--- src/core/rdim_consts.svh ---
`ifndef RDIM_CONSTS_SVH
`define RDIM_CONSTS_SVH

// ==========================================================
// Register offsets
`define RDIM_ADDR_EVENT_EN     7'h03
`define RDIM_ADDR_EVENT_STAT   7'h04
`define RDIM_ADDR_FSC_LOW      7'h06
`define RDIM_ADDR_FSC_HIGH     7'h07
`define RDIM_ADDR_SWITCH_MODE  7'h08
`define RDIM_ADDR_CLK_PHASE    7'h0C
`define RDIM_ADDR_SYNC_PHASE   7'h0D
`define RDIM_ADDR_RX_SYNC_CFG  7'h10

// ==========================================================
// Reset values
`define RDIM_RST_EVENT_EN      6'h00
`define RDIM_RST_FSC_LOW       8'h00
`define RDIM_RST_FSC_HIGH      2'h2
`define RDIM_RST_SLEEP         1'h0
`define RDIM_RST_SWITCH_MODE   2'h0
`define RDIM_RST_LOOP          1'h1

// ==========================================================
// Field positions
`define RDIM_BIT_SLEEP         7
`define RDIM_BIT_CLK_EARLY     2
`define RDIM_BIT_CLK_LATE      0
`define RDIM_BIT_SYNC_PH90     5
`define RDIM_BIT_SYNC_PH0      4
`define RDIM_BIT_SYNC_CLR      7
`define RDIM_BIT_SYNC_LOOP     6
`define RDIM_BIT_SYNC_ROLE     5
`define RDIM_BIT_SYNC_EN       4
`define RDIM_BIT_RX_CLR        2
`define RDIM_BIT_RX_LOOP       1
`define RDIM_BIT_RX_EN         0
`define RDIM_CTRL_RX           0
`define RDIM_CTRL_DUTY         1
`define RDIM_CTRL_SYNC         2

// ==========================================================
// Serial frame
`define RDIM_INSTR_LAST        4'h7
`define RDIM_DATA_LAST         4'hF
`define RDIM_DATA_FIRST        4'h8
`define RDIM_BIT_READ          7

`endif

--- src/core/rdim_pkg.sv ---
package rdim_pkg;
	typedef enum logic [1:0] {
		RDIM_PH_INSTR = 2'b00,
		RDIM_PH_WDATA = 2'b01,
		RDIM_PH_RDATA = 2'b10,
		RDIM_PH_DONE  = 2'b11
	} rdim_phase_t;
endpackage

--- src/core/rdim_regs.sv ---
`timescale 1ns/1ps
`include "rdim_consts.svh"
module rdim_regs #(
	parameter int P_ADDR_W = 7
) (
	input  wire logic       i_clk,
	input  wire logic       i_sys_rst,
	input  wire logic       i_soft_rst,
	input  wire logic       i_spi_sclk,
	input  wire logic       i_spi_cs_n,
	input  wire logic       i_spi_sdi,
	output logic            o_spi_sdo,
	output logic            o_spi_sdo_oe,
	input  wire logic       i_sync_locked,
	input  wire logic       i_duty_locked,
	input  wire logic       i_receiver_locked,
	input  wire logic       i_clock_early_phase_flag,
	input  wire logic       i_clock_late_phase_flag,
	input  wire logic       i_sync_zero_phase_flag,
	input  wire logic       i_sync_quadrature_phase_flag,
	output logic [9:0]      o_fullscale_current_code,
	output logic            o_sleep,
	output logic [1:0]      o_output_switch_mode,
	output logic            o_sync_auto_relock,
	output logic            o_sync_role_select,
	output logic            o_sync_controller_enable,
	output logic            o_receiver_auto_relock,
	output logic            o_receiver_controller_enable,
	output logic            o_sync_search_restart,
	output logic            o_receiver_search_restart,
	output logic            o_irq
);

	if (P_ADDR_W != 7) begin : g_addr_w_chk
		$error("rdim_regs: address width must be 7");
	end

	// ==========================================================
	// Serial port
	logic                   sclk_q_r;
	logic [3:0]             bit_cnt_r;
	logic [6:0]             shift_in_r;
	logic [P_ADDR_W-1:0]    addr_r;
	logic [7:0]             sdo_r;
	rdim_pkg::rdim_phase_t  phase_r;
	logic                   sclk_rise;
	logic                   sclk_fall;
	logic [7:0]             frame_byte;
	logic                   wr_stb;
	logic [7:0]             rd_data;

	assign sclk_rise  = i_spi_sclk & ~sclk_q_r;
	assign sclk_fall  = ~i_spi_sclk & sclk_q_r;
	assign frame_byte = {shift_in_r, i_spi_sdi};
	assign wr_stb     = ~i_spi_cs_n & sclk_rise
		& (phase_r == rdim_pkg::RDIM_PH_WDATA)
		& (bit_cnt_r == `RDIM_DATA_LAST);

	always_ff @(posedge i_clk or posedge i_sys_rst) begin
		if (i_sys_rst)
			sclk_q_r <= 1'b0;
		else
			sclk_q_r <= i_spi_sclk;
	end

	always_ff @(posedge i_clk or posedge i_sys_rst) begin
		if (i_sys_rst) begin
			bit_cnt_r  <= 4'h0;
			shift_in_r <= 7'h00;
			addr_r     <= 7'h00;
			phase_r    <= rdim_pkg::RDIM_PH_INSTR;
		end else if (i_spi_cs_n) begin
			bit_cnt_r <= 4'h0;
			phase_r   <= rdim_pkg::RDIM_PH_INSTR;
		end else if (sclk_rise) begin
			shift_in_r <= frame_byte[6:0];
			bit_cnt_r  <= bit_cnt_r + 4'h1;
			unique case (phase_r)
				rdim_pkg::RDIM_PH_INSTR: begin
					if (bit_cnt_r == `RDIM_INSTR_LAST) begin
						addr_r  <= frame_byte[P_ADDR_W-1:0];
						phase_r <= frame_byte[`RDIM_BIT_READ]
							? rdim_pkg::RDIM_PH_RDATA
							: rdim_pkg::RDIM_PH_WDATA;
					end
				end
				rdim_pkg::RDIM_PH_WDATA,
				rdim_pkg::RDIM_PH_RDATA: begin
					if (bit_cnt_r == `RDIM_DATA_LAST)
						phase_r <= rdim_pkg::RDIM_PH_DONE;
				end
				rdim_pkg::RDIM_PH_DONE: begin
					bit_cnt_r <= bit_cnt_r;
				end
			endcase
		end
	end

	// Read data loaded at end of instruction, shifted on falling edges
	always_ff @(posedge i_clk or posedge i_sys_rst) begin
		if (i_sys_rst) begin
			sdo_r        <= 8'h00;
			o_spi_sdo_oe <= 1'b0;
		end else if (i_spi_cs_n) begin
			o_spi_sdo_oe <= 1'b0;
		end else if (sclk_rise && phase_r == rdim_pkg::RDIM_PH_INSTR
				&& bit_cnt_r == `RDIM_INSTR_LAST
				&& frame_byte[`RDIM_BIT_READ]) begin
			sdo_r        <= rd_data;
			o_spi_sdo_oe <= 1'b1;
		// Hold bit 7 over the fall that ends the instruction byte
		end else if (sclk_fall && phase_r == rdim_pkg::RDIM_PH_RDATA
				&& bit_cnt_r != `RDIM_DATA_FIRST) begin
			sdo_r <= {sdo_r[6:0], 1'b0};
		end else if (phase_r == rdim_pkg::RDIM_PH_DONE) begin
			o_spi_sdo_oe <= 1'b0;
		end
	end

	assign o_spi_sdo = sdo_r[7];

	// ==========================================================
	// Configuration registers
	logic [5:0] event_en_r;
	logic [7:0] fsc_low_r;
	logic [1:0] fsc_high_r;
	logic       sleep_r;
	logic [1:0] switch_mode_r;
	logic       sync_clear_r;
	logic       sync_loop_r;
	logic       sync_role_r;
	logic       sync_en_r;
	logic       rx_clear_r;
	logic       rx_loop_r;
	logic       rx_en_r;
	logic [7:0] wr_data;
	logic [P_ADDR_W-1:0] wr_addr;

	assign wr_data = frame_byte;
	assign wr_addr = addr_r;

	always_ff @(posedge i_clk or posedge i_sys_rst) begin
		if (i_sys_rst) begin
			event_en_r <= `RDIM_RST_EVENT_EN;
		end else if (i_soft_rst) begin
			event_en_r <= `RDIM_RST_EVENT_EN;
		end else if (wr_stb && wr_addr == `RDIM_ADDR_EVENT_EN) begin
			event_en_r <= wr_data[5:0];
		end
	end

	always_ff @(posedge i_clk or posedge i_sys_rst) begin
		if (i_sys_rst) begin
			fsc_low_r     <= `RDIM_RST_FSC_LOW;
			fsc_high_r    <= `RDIM_RST_FSC_HIGH;
			sleep_r       <= `RDIM_RST_SLEEP;
			switch_mode_r <= `RDIM_RST_SWITCH_MODE;
		end else if (i_soft_rst) begin
			fsc_low_r     <= `RDIM_RST_FSC_LOW;
			fsc_high_r    <= `RDIM_RST_FSC_HIGH;
			sleep_r       <= `RDIM_RST_SLEEP;
			switch_mode_r <= `RDIM_RST_SWITCH_MODE;
		end else if (wr_stb) begin
			if (wr_addr == `RDIM_ADDR_FSC_LOW)
				fsc_low_r <= wr_data;
			if (wr_addr == `RDIM_ADDR_FSC_HIGH) begin
				fsc_high_r <= wr_data[1:0];
				sleep_r    <= wr_data[`RDIM_BIT_SLEEP];
			end
			// Code 3 is kept as written; the converter decides its meaning
			if (wr_addr == `RDIM_ADDR_SWITCH_MODE)
				switch_mode_r <= wr_data[1:0];
		end
	end

	always_ff @(posedge i_clk or posedge i_sys_rst) begin
		if (i_sys_rst) begin
			sync_clear_r <= 1'b0;
			sync_loop_r  <= `RDIM_RST_LOOP;
			sync_role_r  <= 1'b0;
			sync_en_r    <= 1'b0;
			rx_clear_r   <= 1'b0;
			rx_loop_r    <= `RDIM_RST_LOOP;
			rx_en_r      <= 1'b0;
		end else if (i_soft_rst) begin
			sync_clear_r <= 1'b0;
			sync_loop_r  <= `RDIM_RST_LOOP;
			sync_role_r  <= 1'b0;
			sync_en_r    <= 1'b0;
			rx_clear_r   <= 1'b0;
			rx_loop_r    <= `RDIM_RST_LOOP;
			rx_en_r      <= 1'b0;
		end else if (wr_stb && wr_addr == `RDIM_ADDR_RX_SYNC_CFG) begin
			sync_clear_r <= wr_data[`RDIM_BIT_SYNC_CLR];
			sync_loop_r  <= wr_data[`RDIM_BIT_SYNC_LOOP];
			sync_role_r  <= wr_data[`RDIM_BIT_SYNC_ROLE];
			sync_en_r    <= wr_data[`RDIM_BIT_SYNC_EN];
			rx_clear_r   <= wr_data[`RDIM_BIT_RX_CLR];
			rx_loop_r    <= wr_data[`RDIM_BIT_RX_LOOP];
			rx_en_r      <= wr_data[`RDIM_BIT_RX_EN];
		end
	end

	// ==========================================================
	// Lock event flags
	logic [2:0] locked;
	logic [2:0] locked_q_r;
	logic [2:0] lost_evt;
	logic [2:0] ctrl_clear;
	logic [5:0] status_r;

	assign locked     = {i_sync_locked, i_duty_locked, i_receiver_locked};
	assign lost_evt   = locked_q_r & ~locked;
	// Duty controller has no flag clear of its own
	assign ctrl_clear = {sync_clear_r, 1'b0, rx_clear_r};

	always_ff @(posedge i_clk or posedge i_sys_rst) begin
		if (i_sys_rst)
			locked_q_r <= 3'h0;
		else
			locked_q_r <= locked;
	end

	always_ff @(posedge i_clk or posedge i_sys_rst) begin
		if (i_sys_rst) begin
			status_r <= 6'h00;
		end else if (i_soft_rst) begin
			status_r <= 6'h00;
		end else begin
			for (int c = 0; c < 3; c++) begin
				// Lock flag follows the lock level while enabled
				status_r[2*c] <= event_en_r[2*c] & locked[c];
				// Loss flag is sticky; a new loss beats a clear
				if (!event_en_r[2*c+1])
					status_r[2*c+1] <= 1'b0;
				else if (lost_evt[c])
					status_r[2*c+1] <= 1'b1;
				else if (ctrl_clear[c])
					status_r[2*c+1] <= 1'b0;
			end
		end
	end

	always_ff @(posedge i_clk or posedge i_sys_rst) begin
		if (i_sys_rst) begin
			o_sync_search_restart     <= 1'b0;
			o_receiver_search_restart <= 1'b0;
			o_irq                     <= 1'b0;
		end else begin
			o_sync_search_restart <= sync_en_r & sync_loop_r
				& lost_evt[`RDIM_CTRL_SYNC];
			o_receiver_search_restart <= rx_en_r & rx_loop_r
				& lost_evt[`RDIM_CTRL_RX];
			o_irq <= |status_r;
		end
	end

	// ==========================================================
	// Readback; write-only bits and unmapped offsets read zero
	always_comb begin
		rd_data = 8'h00;
		unique case (frame_byte[P_ADDR_W-1:0])
			`RDIM_ADDR_EVENT_STAT:  rd_data = {2'h0, status_r};
			`RDIM_ADDR_FSC_LOW:     rd_data = fsc_low_r;
			`RDIM_ADDR_FSC_HIGH:    rd_data = {sleep_r, 5'h00, fsc_high_r};
			`RDIM_ADDR_SWITCH_MODE: rd_data = {6'h00, switch_mode_r};
			`RDIM_ADDR_CLK_PHASE: begin
				rd_data[`RDIM_BIT_CLK_EARLY] = i_clock_early_phase_flag;
				rd_data[`RDIM_BIT_CLK_LATE]  = i_clock_late_phase_flag;
			end
			`RDIM_ADDR_SYNC_PHASE: begin
				rd_data[`RDIM_BIT_SYNC_PH0]  = i_sync_zero_phase_flag;
				rd_data[`RDIM_BIT_SYNC_PH90] = i_sync_quadrature_phase_flag;
			end
			`RDIM_ADDR_RX_SYNC_CFG: begin
				rd_data[`RDIM_BIT_SYNC_LOOP] = sync_loop_r;
				rd_data[`RDIM_BIT_SYNC_ROLE] = sync_role_r;
				rd_data[`RDIM_BIT_SYNC_EN]   = sync_en_r;
				rd_data[`RDIM_BIT_RX_LOOP]   = rx_loop_r;
				rd_data[`RDIM_BIT_RX_EN]     = rx_en_r;
			end
			default: rd_data = 8'h00;
		endcase
	end

	// ==========================================================
	// Outputs
	assign o_fullscale_current_code     = {fsc_high_r, fsc_low_r};
	assign o_sleep                      = sleep_r;
	assign o_output_switch_mode         = switch_mode_r;
	assign o_sync_auto_relock           = sync_loop_r;
	assign o_sync_role_select           = sync_role_r;
	assign o_sync_controller_enable     = sync_en_r;
	assign o_receiver_auto_relock       = rx_loop_r;
	assign o_receiver_controller_enable = rx_en_r;

endmodule // rdim_regs

--- config.mk ---
export PLATFORM = sky130hd
export DESIGN_NAME = rdim_regs
export DESIGN_NICKNAME = d
export VERILOG_FILES = /design/src/core/rdim_pkg.sv /design/src/core/rdim_regs.sv
export VERILOG_INCLUDE_DIRS = /design/src /design/src/core
export SDC_FILE = /design/constraint.sdc
export NUM_CORES = 1
export LEC_CHECK = 0
export ABC_AREA = 1
export BUFFER_PORTS_ARGS = -buffer_cell sky130_fd_sc_hd__buf_4
export CORE_AREA = 2 2 100 102
export DETAILED_ROUTE_END_ITERATION = 16
export DIE_AREA = 0 0 102 104
export SYNTH_ARGS = -nofsm -noshare
export SYNTH_HDL_FRONTEND = slang
export SYNTH_SLANG_ARGS = --single-unit
--- constraint.sdc ---
create_clock -name i_clk -period 2.1 [get_ports i_clk]
set_input_delay 0.21 -clock i_clk [delete_from_list [all_inputs] [get_ports i_clk]]
set_output_delay 0.21 -clock i_clk [all_outputs]
set_load 0.02 [all_outputs]
# Word level (Yosys, flattened, before mapping)
# Index checks and enable logic that the tools add are counted.
# W data, S select, Z words.
# totals
register_bits	68
latch_bits	0
mem_bits_rw	0
rom_bits	0
elab_cells	158
n_memories	0
# op_classes
add_sub_neg	1
multipliers	0
div_mod_pow	0
magnitude_cmp	0
eq_ne	25
shifts	0
muxes	59
bitwise	17
reduce_logical	29
# op_table
cell	n
$mux W8	5
$eq A7 B3 Y1 const B	5
$mux W1	29
$eq A7 B4 Y1 const B	4
$mux W2	11
$mux W6	3
$reduce_bool A2 Y1	8
$eq A7 B5 Y1 const B	2
$reduce_and A2 Y1	7
$and A1 B1 Y1	12
$mux W4	3
$ne A3 B3 Y1 const B	3
$ne A4 B2 Y1 const B	2
$pmux W2 S4	1
$reduce_and A4 Y1	2
$eq A7 B2 Y1 const B	1
$logic_and A1 B1 Y1	7
$pmux W1 S2	3
$pmux W1 S6	1
$reduce_bool A3 Y1	2
$reduce_or A6 Y1	1
$pmux W1 S5	1
$add A4 B1 Y4 const B	1
$eq A2 B2 Y1 const B	2
other kinds (13)	15

# Depth between registers and ports, before layout
# Gate-level depths: netlist of the first run.
# depth
ltp_word	8
depth_mapped	10
ltp_nobuf	10

# Worst setup path before layout of the first run
# Ideal clock, no wire load.
# synth_timing
path_kind	reg-to-reg
from	register phase_r[0]
to	register sdo_r[6]
setup_ns	0.124
arrival_ns	1.449
setup_slack_ns	0.527
stages_incl_launch_ff	9
period_less_slack_ns	1.573
cell_sequence	dfrtp_1 -> inv_1 -> ha_1 -> inv_1 -> nor3_2 -> nand3_2 -> clkbuf_1 -> nor3_1 -> o21ai_1
# synth_between
elab_chain_cells	6
# synth_rtl
item	line	text
from (decl)	rdim_regs.sv:45	rdim_pkg::rdim_phase_t phase_r;
from (signal assigned)	rdim_regs.sv:71	phase_r <= rdim_pkg::RDIM_PH_INSTR;
from (signal assigned)	rdim_regs.sv:74	phase_r <= rdim_pkg::RDIM_PH_INSTR;
from (signal assigned)	rdim_regs.sv:82	phase_r <= frame_byte[`RDIM_BIT_READ]
$logic_not A2 Y1	rdim_regs.sv:106	end else if (sclk_rise && phase_r == rdim_pkg::RDIM_PH_INSTR
$logic_and A1 B1 Y1	rdim_regs.sv:106	
$logic_and A1 B1 Y1 (no source line)	--	
$logic_and A1 B1 Y1	rdim_regs.sv:106	
$reduce_bool A2 Y1 (no source line)	--	
$reduce_and A2 Y1 (no source line)	--	
to (signal assigned)	rdim_regs.sv:109	sdo_r <= rd_data;
to (signal assigned)	rdim_regs.sv:114	sdo_r <= {sdo_r[6:0], 1'b0};
to (decl)	rdim_regs.sv:44	logic [7:0] sdo_r;
# Several ways; a longest one is shown, not always the timed one.
# A chain may end at the register's enable or synchronous reset.

# Worst setup path after layout of the first run
# layout_timing
from	register bit_cnt_r[1]
to	register sync_clear_r
# layout_between
elab_chain_cells	4
# layout_rtl
item	line	text
from (decl)	rdim_regs.sv:41	logic [3:0] bit_cnt_r;
from (signal assigned)	rdim_regs.sv:77	bit_cnt_r <= bit_cnt_r + 4'h1;
from (signal assigned)	rdim_regs.sv:93	bit_cnt_r <= bit_cnt_r;
$eq A4 B4 Y1 (no source line)	--	
$and A1 B1 Y1	rdim_regs.sv:55	assign wr_stb = ~i_spi_cs_n & sclk_rise
$logic_and A1 B1 Y1 (no source line)	--	
$reduce_bool A2 Y1 (no source line)	--	
to (signal assigned)	rdim_regs.sv:194	sync_clear_r <= wr_data[`RDIM_BIT_SYNC_CLR];
to (decl)	rdim_regs.sv:129	logic sync_clear_r;
# No other way between the ends.

==> results.toml, run 1 <==
[clock_tree]
cts_resized = 0
clock-sinks = 68
cts-root-buf = "clkbuf_8"
insertion_delay_ns = 0.35
h-tree-depth = 3
cts.clk_slew.worst_paths_ns = 0.08
numCtsBuffers = 9
cts.path.max_buffers = 2
cts_tree = "yes"

[final_layout]
fin_util_pct = 41.85
fill_cells = 976
layout_common_cells = "nand2_1, dfrtp_1, inv_1"
nets = 473
design_area_mm2 = 0.003996
seq_area_mm2 = 0.001705
drive_gt1_share_pct = 16.56
area.growth.synth_to_final_pct = 21.40
final_common_cell = "nand2_1"
antenna_cells_inserted = 0
multiInputGateArea_mm2 = 0.001338

[floorplan]
die_w_um = 102
ioPinCount = 36
die_h_um = 104
rows = 36
dieArea_mm2 = 0.01061
coreArea_mm2 = 0.009549
start_util_pct = 34.47

[worst_setup_path]
cp-end-kind = "flop"
start_kind = "flop"
path_class = "flop to flop"
crit_required_ns = 2.35
cp_max_fo = 12
worstReg2RegStart = "bit_cnt_r[1]"
arrival_ns = 2.11
critical_path.startpoint = "bit_cnt_r[1]"

[place]
placed_cell_area_mm2 = 0.003729
dp_hpwl_mm = 6.194
gp_congestion = 0.8962
post-place-ws_ns = 0.2714
io_buffers = 35

[synthesis]
ys_seq_elements = 68
syn_inst = 405
yosysUniqueCellTypes = 29
synth_area_mm2 = 0.003292
synth_fp_nets = 424
avgSynthCellArea_um2 = 8.128
yosysWarnings = 0
synth_seq_area_share_pct = 51.81

[power]
swShare_pct = 27.51
ir_worst_vdd_mv = 0.4392
pwr-share-comb_pct = 12.6
power_density_mw_per_mm2 = 769.7
switching_power_w = 0.0008463
pwr-share-clk_pct = 39.5
sequentialPowerShare_pct = 48.0
p_leak_nw = 1.913
p_int_w = 0.002230

[timing]
period_needed_ns = 1.861
finClkSkew_ns = 0.01094
fin_setup_tns_ns = 0
slew_headroom_pct = 64.07
rsz0062_at_grt = "false"
setup_ws_ns = 0.2385
worstMarginPinSlew_ns = 0.5370
maxSlewViolCount = 0
period_share_pct = 88.64
hold_viol_final = 0
fmax_ghz = 0.5372
hold_ws_ns = 0.1436
finalSetupViolCount = 0

[routing]
wl_mm = 8.258
drc = 0
ant_nets = 0
drt_iter0_markers = 155
vias_per_cell = 4.747
drt-wirelength-per-cell_um = 13.95
drt_pass1_iterations = 5
num_vias = 2810

[global_route]
globalRouteTotalUtil_pct = 16.65
grt-ovfl-total = 0
grt_pass1_wl_mm = 13.81
antenna_found_initial = 0
grt_pass1_vias = 2783
grt_max_degree = 39

[run_status]
outcome = "finished clean"

[hold_path]
min_from = "i_spi_sdi"
hp-class = "input pin to flop"

[run]
cap_violations = 0
## synth_stat cells (all sizes together)
library cell	instances	area [um^2]
a211oi	1	7.510
a21oi	11	55.05
dfstp	3	78.83
inv	55	206.4
nand2	99	374.1
a31oi	1	6.260
nand3	24	137.6
nor3	15	85.08
buf	3	27.52
ha	6	75.07
o21ai	55	279.0
clkbuf	4	15.01
o31ai	2	42.54
o22ai	2	12.51
or2	1	6.260
dfrtp	65	1627
o21a	1	7.510
nor2	52	217.7
nand4	5	31.28
## per-layer routing
metal | track usage, % | share of wire (%)
met3 | 4.435 | 5.0
met1 | 23.65 | 49
met4 | 6.095 | 1.3
met5 | 0 | 0
met2 | 24.25 | 45
## worst max-delay path, stage by stage, from the launching register on
cell and delay, ns:
dfrtp_1 0.38, ha_1 0.20, nand2_1 0.11, nor2_2 0.17, nand3_4 0.17, o31ai_4 0.44, inv_1 0.15, nand2_1 0.09
nand2_1 0.05
## cell type report
class	count	area share [%]
well taps	133	4.164
flip-flops and latches	68	42.67
clock inverters	4	1.816
repair buffers	45	9.080
clock buffers	12	3.632
multi-input cells	275	33.47
inverters	55	5.166
## power by group through the flow
stage | Sequential [W] | Combinational [W] | Clock (W)
final | 0.00148 | 0.000387 | 0.00121
after floorplan | 0.00151 | 0.000223 | 0
after global routing | 0.00149 | 0.000436 | 0.00130
after detailed placement | 0.00150 | 0.000380 | 0
after global placement | 0.00150 | 0.000376 | 0
after CTS | 0.00147 | 0.000391 | 0.00124
## final timing paths
| path | slack, ns | depth (start not counted) | end |
|---|---|---|---|
| min in group asynchronous | 0.35 | 3 | o_spi_sdo_oe |
| max in group asynchronous | 1.18 | 4 | addr_r[4] |
| worst max register to register | 0.24 | 8 | sync_clear_r |
| worst min register to register | 0.49 | 2 | sdo_r[0] |
| worst min-delay path | 0.14 | 3 | shift_in_r[0] |
| worst max-delay path | 0.24 | 8 | sync_clear_r |
## kinds of logic (layout without fill, tap and decap cells)
kind of cell,count (synthesis),after routing,share of synthesized area (%)
AND/OR/NAND/NOR,196,196,25.88
buffers and inverters,62,116,7.563
AO/OA/AOI/OAI,73,73,12.47
adder cells (fa/ha/maj),6,6,2.280
flip-flops,68,68,51.81
## what timing repair did
action / CTS / global route
setup buffers: 0 / 0
endpoints found under the hold margin: 14 / 0
hold buffers: 5 / 0
## sequential cells by signal, indices dropped and copies added (netlist names), 2 cells and up
signal / cells
sdo_r: 8
phase_r: 2
addr_r: 7
fsc_low_r: 8
bit_cnt_r: 4
status_r: 6
fsc_high_r: 2
o_output_switch_mode: 2
event_en_r: 6
shift_in_r: 7
locked_q_r: 3
## through the flow
step                power, W  instances
detailed placement  0.001878        571
global route        0.003221        592
global placement    0.001873        571
finish              0.003076        592
floorplan           0.001728        405
CTS                 0.003100        592
Power figures use the tool's default switching activity.
==> run 2, diff against run 1 <==
==> constraint.sdc (replaced) <==
create_clock -name i_clk -period 2 [get_ports i_clk]
set_input_delay 0.2 -clock i_clk [delete_from_list [all_inputs] [get_ports i_clk]]
set_output_delay 0.2 -clock i_clk [all_outputs]
set_load 0.02 [all_outputs]
==> run 2 against run 1 <==
Effect of this change:
- clock power rose by 17%
- sequential power rose by 5%
- critical path depth did not move
- critical endpoint is now o_receiver_controller_enable
==> results.toml, run 2 (same netlist as run 1, synthesis figures left out) <==
[timing]
maxSlewViolCount = 0
period_needed_ns = 1.749
period_share_pct = 87.46
slew_headroom_pct = 65.44
hold_ws_ns = 0.1245
fin_setup_tns_ns = 0
hold_viol_final = 0
rsz0062_at_grt = "false"
finalSetupViolCount = 0
worstMarginPinSlew_ns = 0.5166
fmax_ghz = 0.5717
finClkSkew_ns = 0.007202

[final_layout]
layout_common_cells = "nand2_1, dfrtp_1, inv_1"
reg_top3 = "fsc_low_r: 8 flops, sdo_r: 8 flops"
drive_gt1_share_pct = 17.35
final_common_cell = "nand2_1"
antenna_cells_inserted = 0
fill_cells = 981
area.growth.synth_to_final_pct = 22.73
seq_area_mm2 = 0.001705
nets = 475
multiInputGateArea_mm2 = 0.001338
design_area_mm2 = 0.004040

[clock_tree]
clock-sinks = 68
h-tree-depth = 3
cts_tree = "yes"
cts-root-buf = "clkbuf_8"
cts.clk_slew.worst_paths_ns = 0.08
insertion_delay_ns = 0.36
cts.path.max_buffers = 2
cts_resized = 0
numCtsBuffers = 9

[floorplan]
ioPinCount = 36
start_util_pct = 34.47
die_w_um = 102
coreArea_mm2 = 0.009549
die_h_um = 104
rows = 36
dieArea_mm2 = 0.01061

[worst_setup_path]
arrival_ns = 2.03
cp_max_fo = 7
start_kind = "flop"
cp-end-kind = "flop"
rr_worst_depth = 8
path_class = "flop to flop"
crit_required_ns = 2.28
rrSetupSlack_ns = 0.25

[power]
ir_worst_vdd_mv = 0.3869
p_leak_nw = 1.933
power_density_mw_per_mm2 = 834.5

[global_route]
grt_max_degree = 28
grt-ovfl-total = 0
grt_pass1_wl_mm = 14.06
globalRouteTotalUtil_pct = 17.12
antenna_found_initial = 0
grt_pass1_vias = 2853

[place]
io_buffers = 35
gp_congestion = 0.8610
dp_hpwl_mm = 6.250
placed_cell_area_mm2 = 0.003744

[routing]
drt_iter0_markers = 176
wl_mm = 8.292
num_vias = 2783
ant_nets = 0
vias_per_cell = 4.685
drt-wirelength-per-cell_um = 13.96
drt_pass1_iterations = 4
drc = 0

[run]
cap_violations = 0

[run_status]
outcome = "finished clean"

[hold_path]
hp-class = "input pin to flop"
min_path_cells = 3
## run 2: cell types whose count changed in the layout (fill, tap and decap cells not counted), sizes merged
cell      before  now
clkinv         1    0
buf           40   42
clkbuf        12    9
inv           55   57
clkinvlp       1    2
bufinv         2    3
## run 2: worst paths after layout
check | start | end
max | bit_cnt_r[1] | o_receiver_controller_enable
min | i_spi_sdi | shift_in_r[0]
max reg2reg | bit_cnt_r[1] | o_receiver_controller_enable
min reg2reg | o_sync_auto_relock | o_sync_auto_relock
max in group asynchronous | i_sys_rst | fsc_low_r[1]
min in group asynchronous | i_sys_rst | sdo_r[6]
## run 2: final cells by class
cell class	instances	area share, %
clock inverter	7	3.035
tap	133	4.119
timing repair buffer	47	9.353
inverter	55	5.110
sequential	68	42.21
clock buffer	9	3.066
multi-input combinational	275	33.11
## run 2: layer usage
layer | routed length, um | track usage (%)
met1 | 3900 | 23.22
met2 | 3731 | 25.52
met3 | 499 | 4.772
met4 | 159 | 7.238
met5 | 0 | 0
## run 2: through the flow
step	utilization (%)	setup WS, ns	instances	total power (W)
after global routing	42.31	0.06919	594	0.003536
after CTS	42.31	0.2394	594	0.003403
after floorplan	-	0.09345	405	0.001815
final	42.31	0.2508	594	0.003371
after detailed placement	39.20	0.2685	573	0.001981
after global placement	39.20	0.2984	573	0.001974
## run 2: critical path: stages, from the launching register on
cell and delay (ns):
dfrtp_1 0.37, ha_1 0.19, nand2_1 0.10, nor2_2 0.17
nand3_4 0.16, o31ai_4 0.32, buf_4 0.20, nand2_1 0.05
o21ai_1 0.09
## run 2: power by group
group          switching, W  leakage, nW  internal (W)  total (W)
Combinational      0.000277        0.921      0.000138   0.000415
Sequential        0.0000771        0.896       0.00147    0.00155
Clock              0.000574        0.116      0.000836    0.00141
Total              0.000928         1.93       0.00244    0.00337
## run 2: repair_timing
action | CTS | global route
hold buffers | 5 | 0
endpoints found under the hold margin | 19 | 0
setup buffers | 0 | 0
setup endpoints to repair | 0 | 0
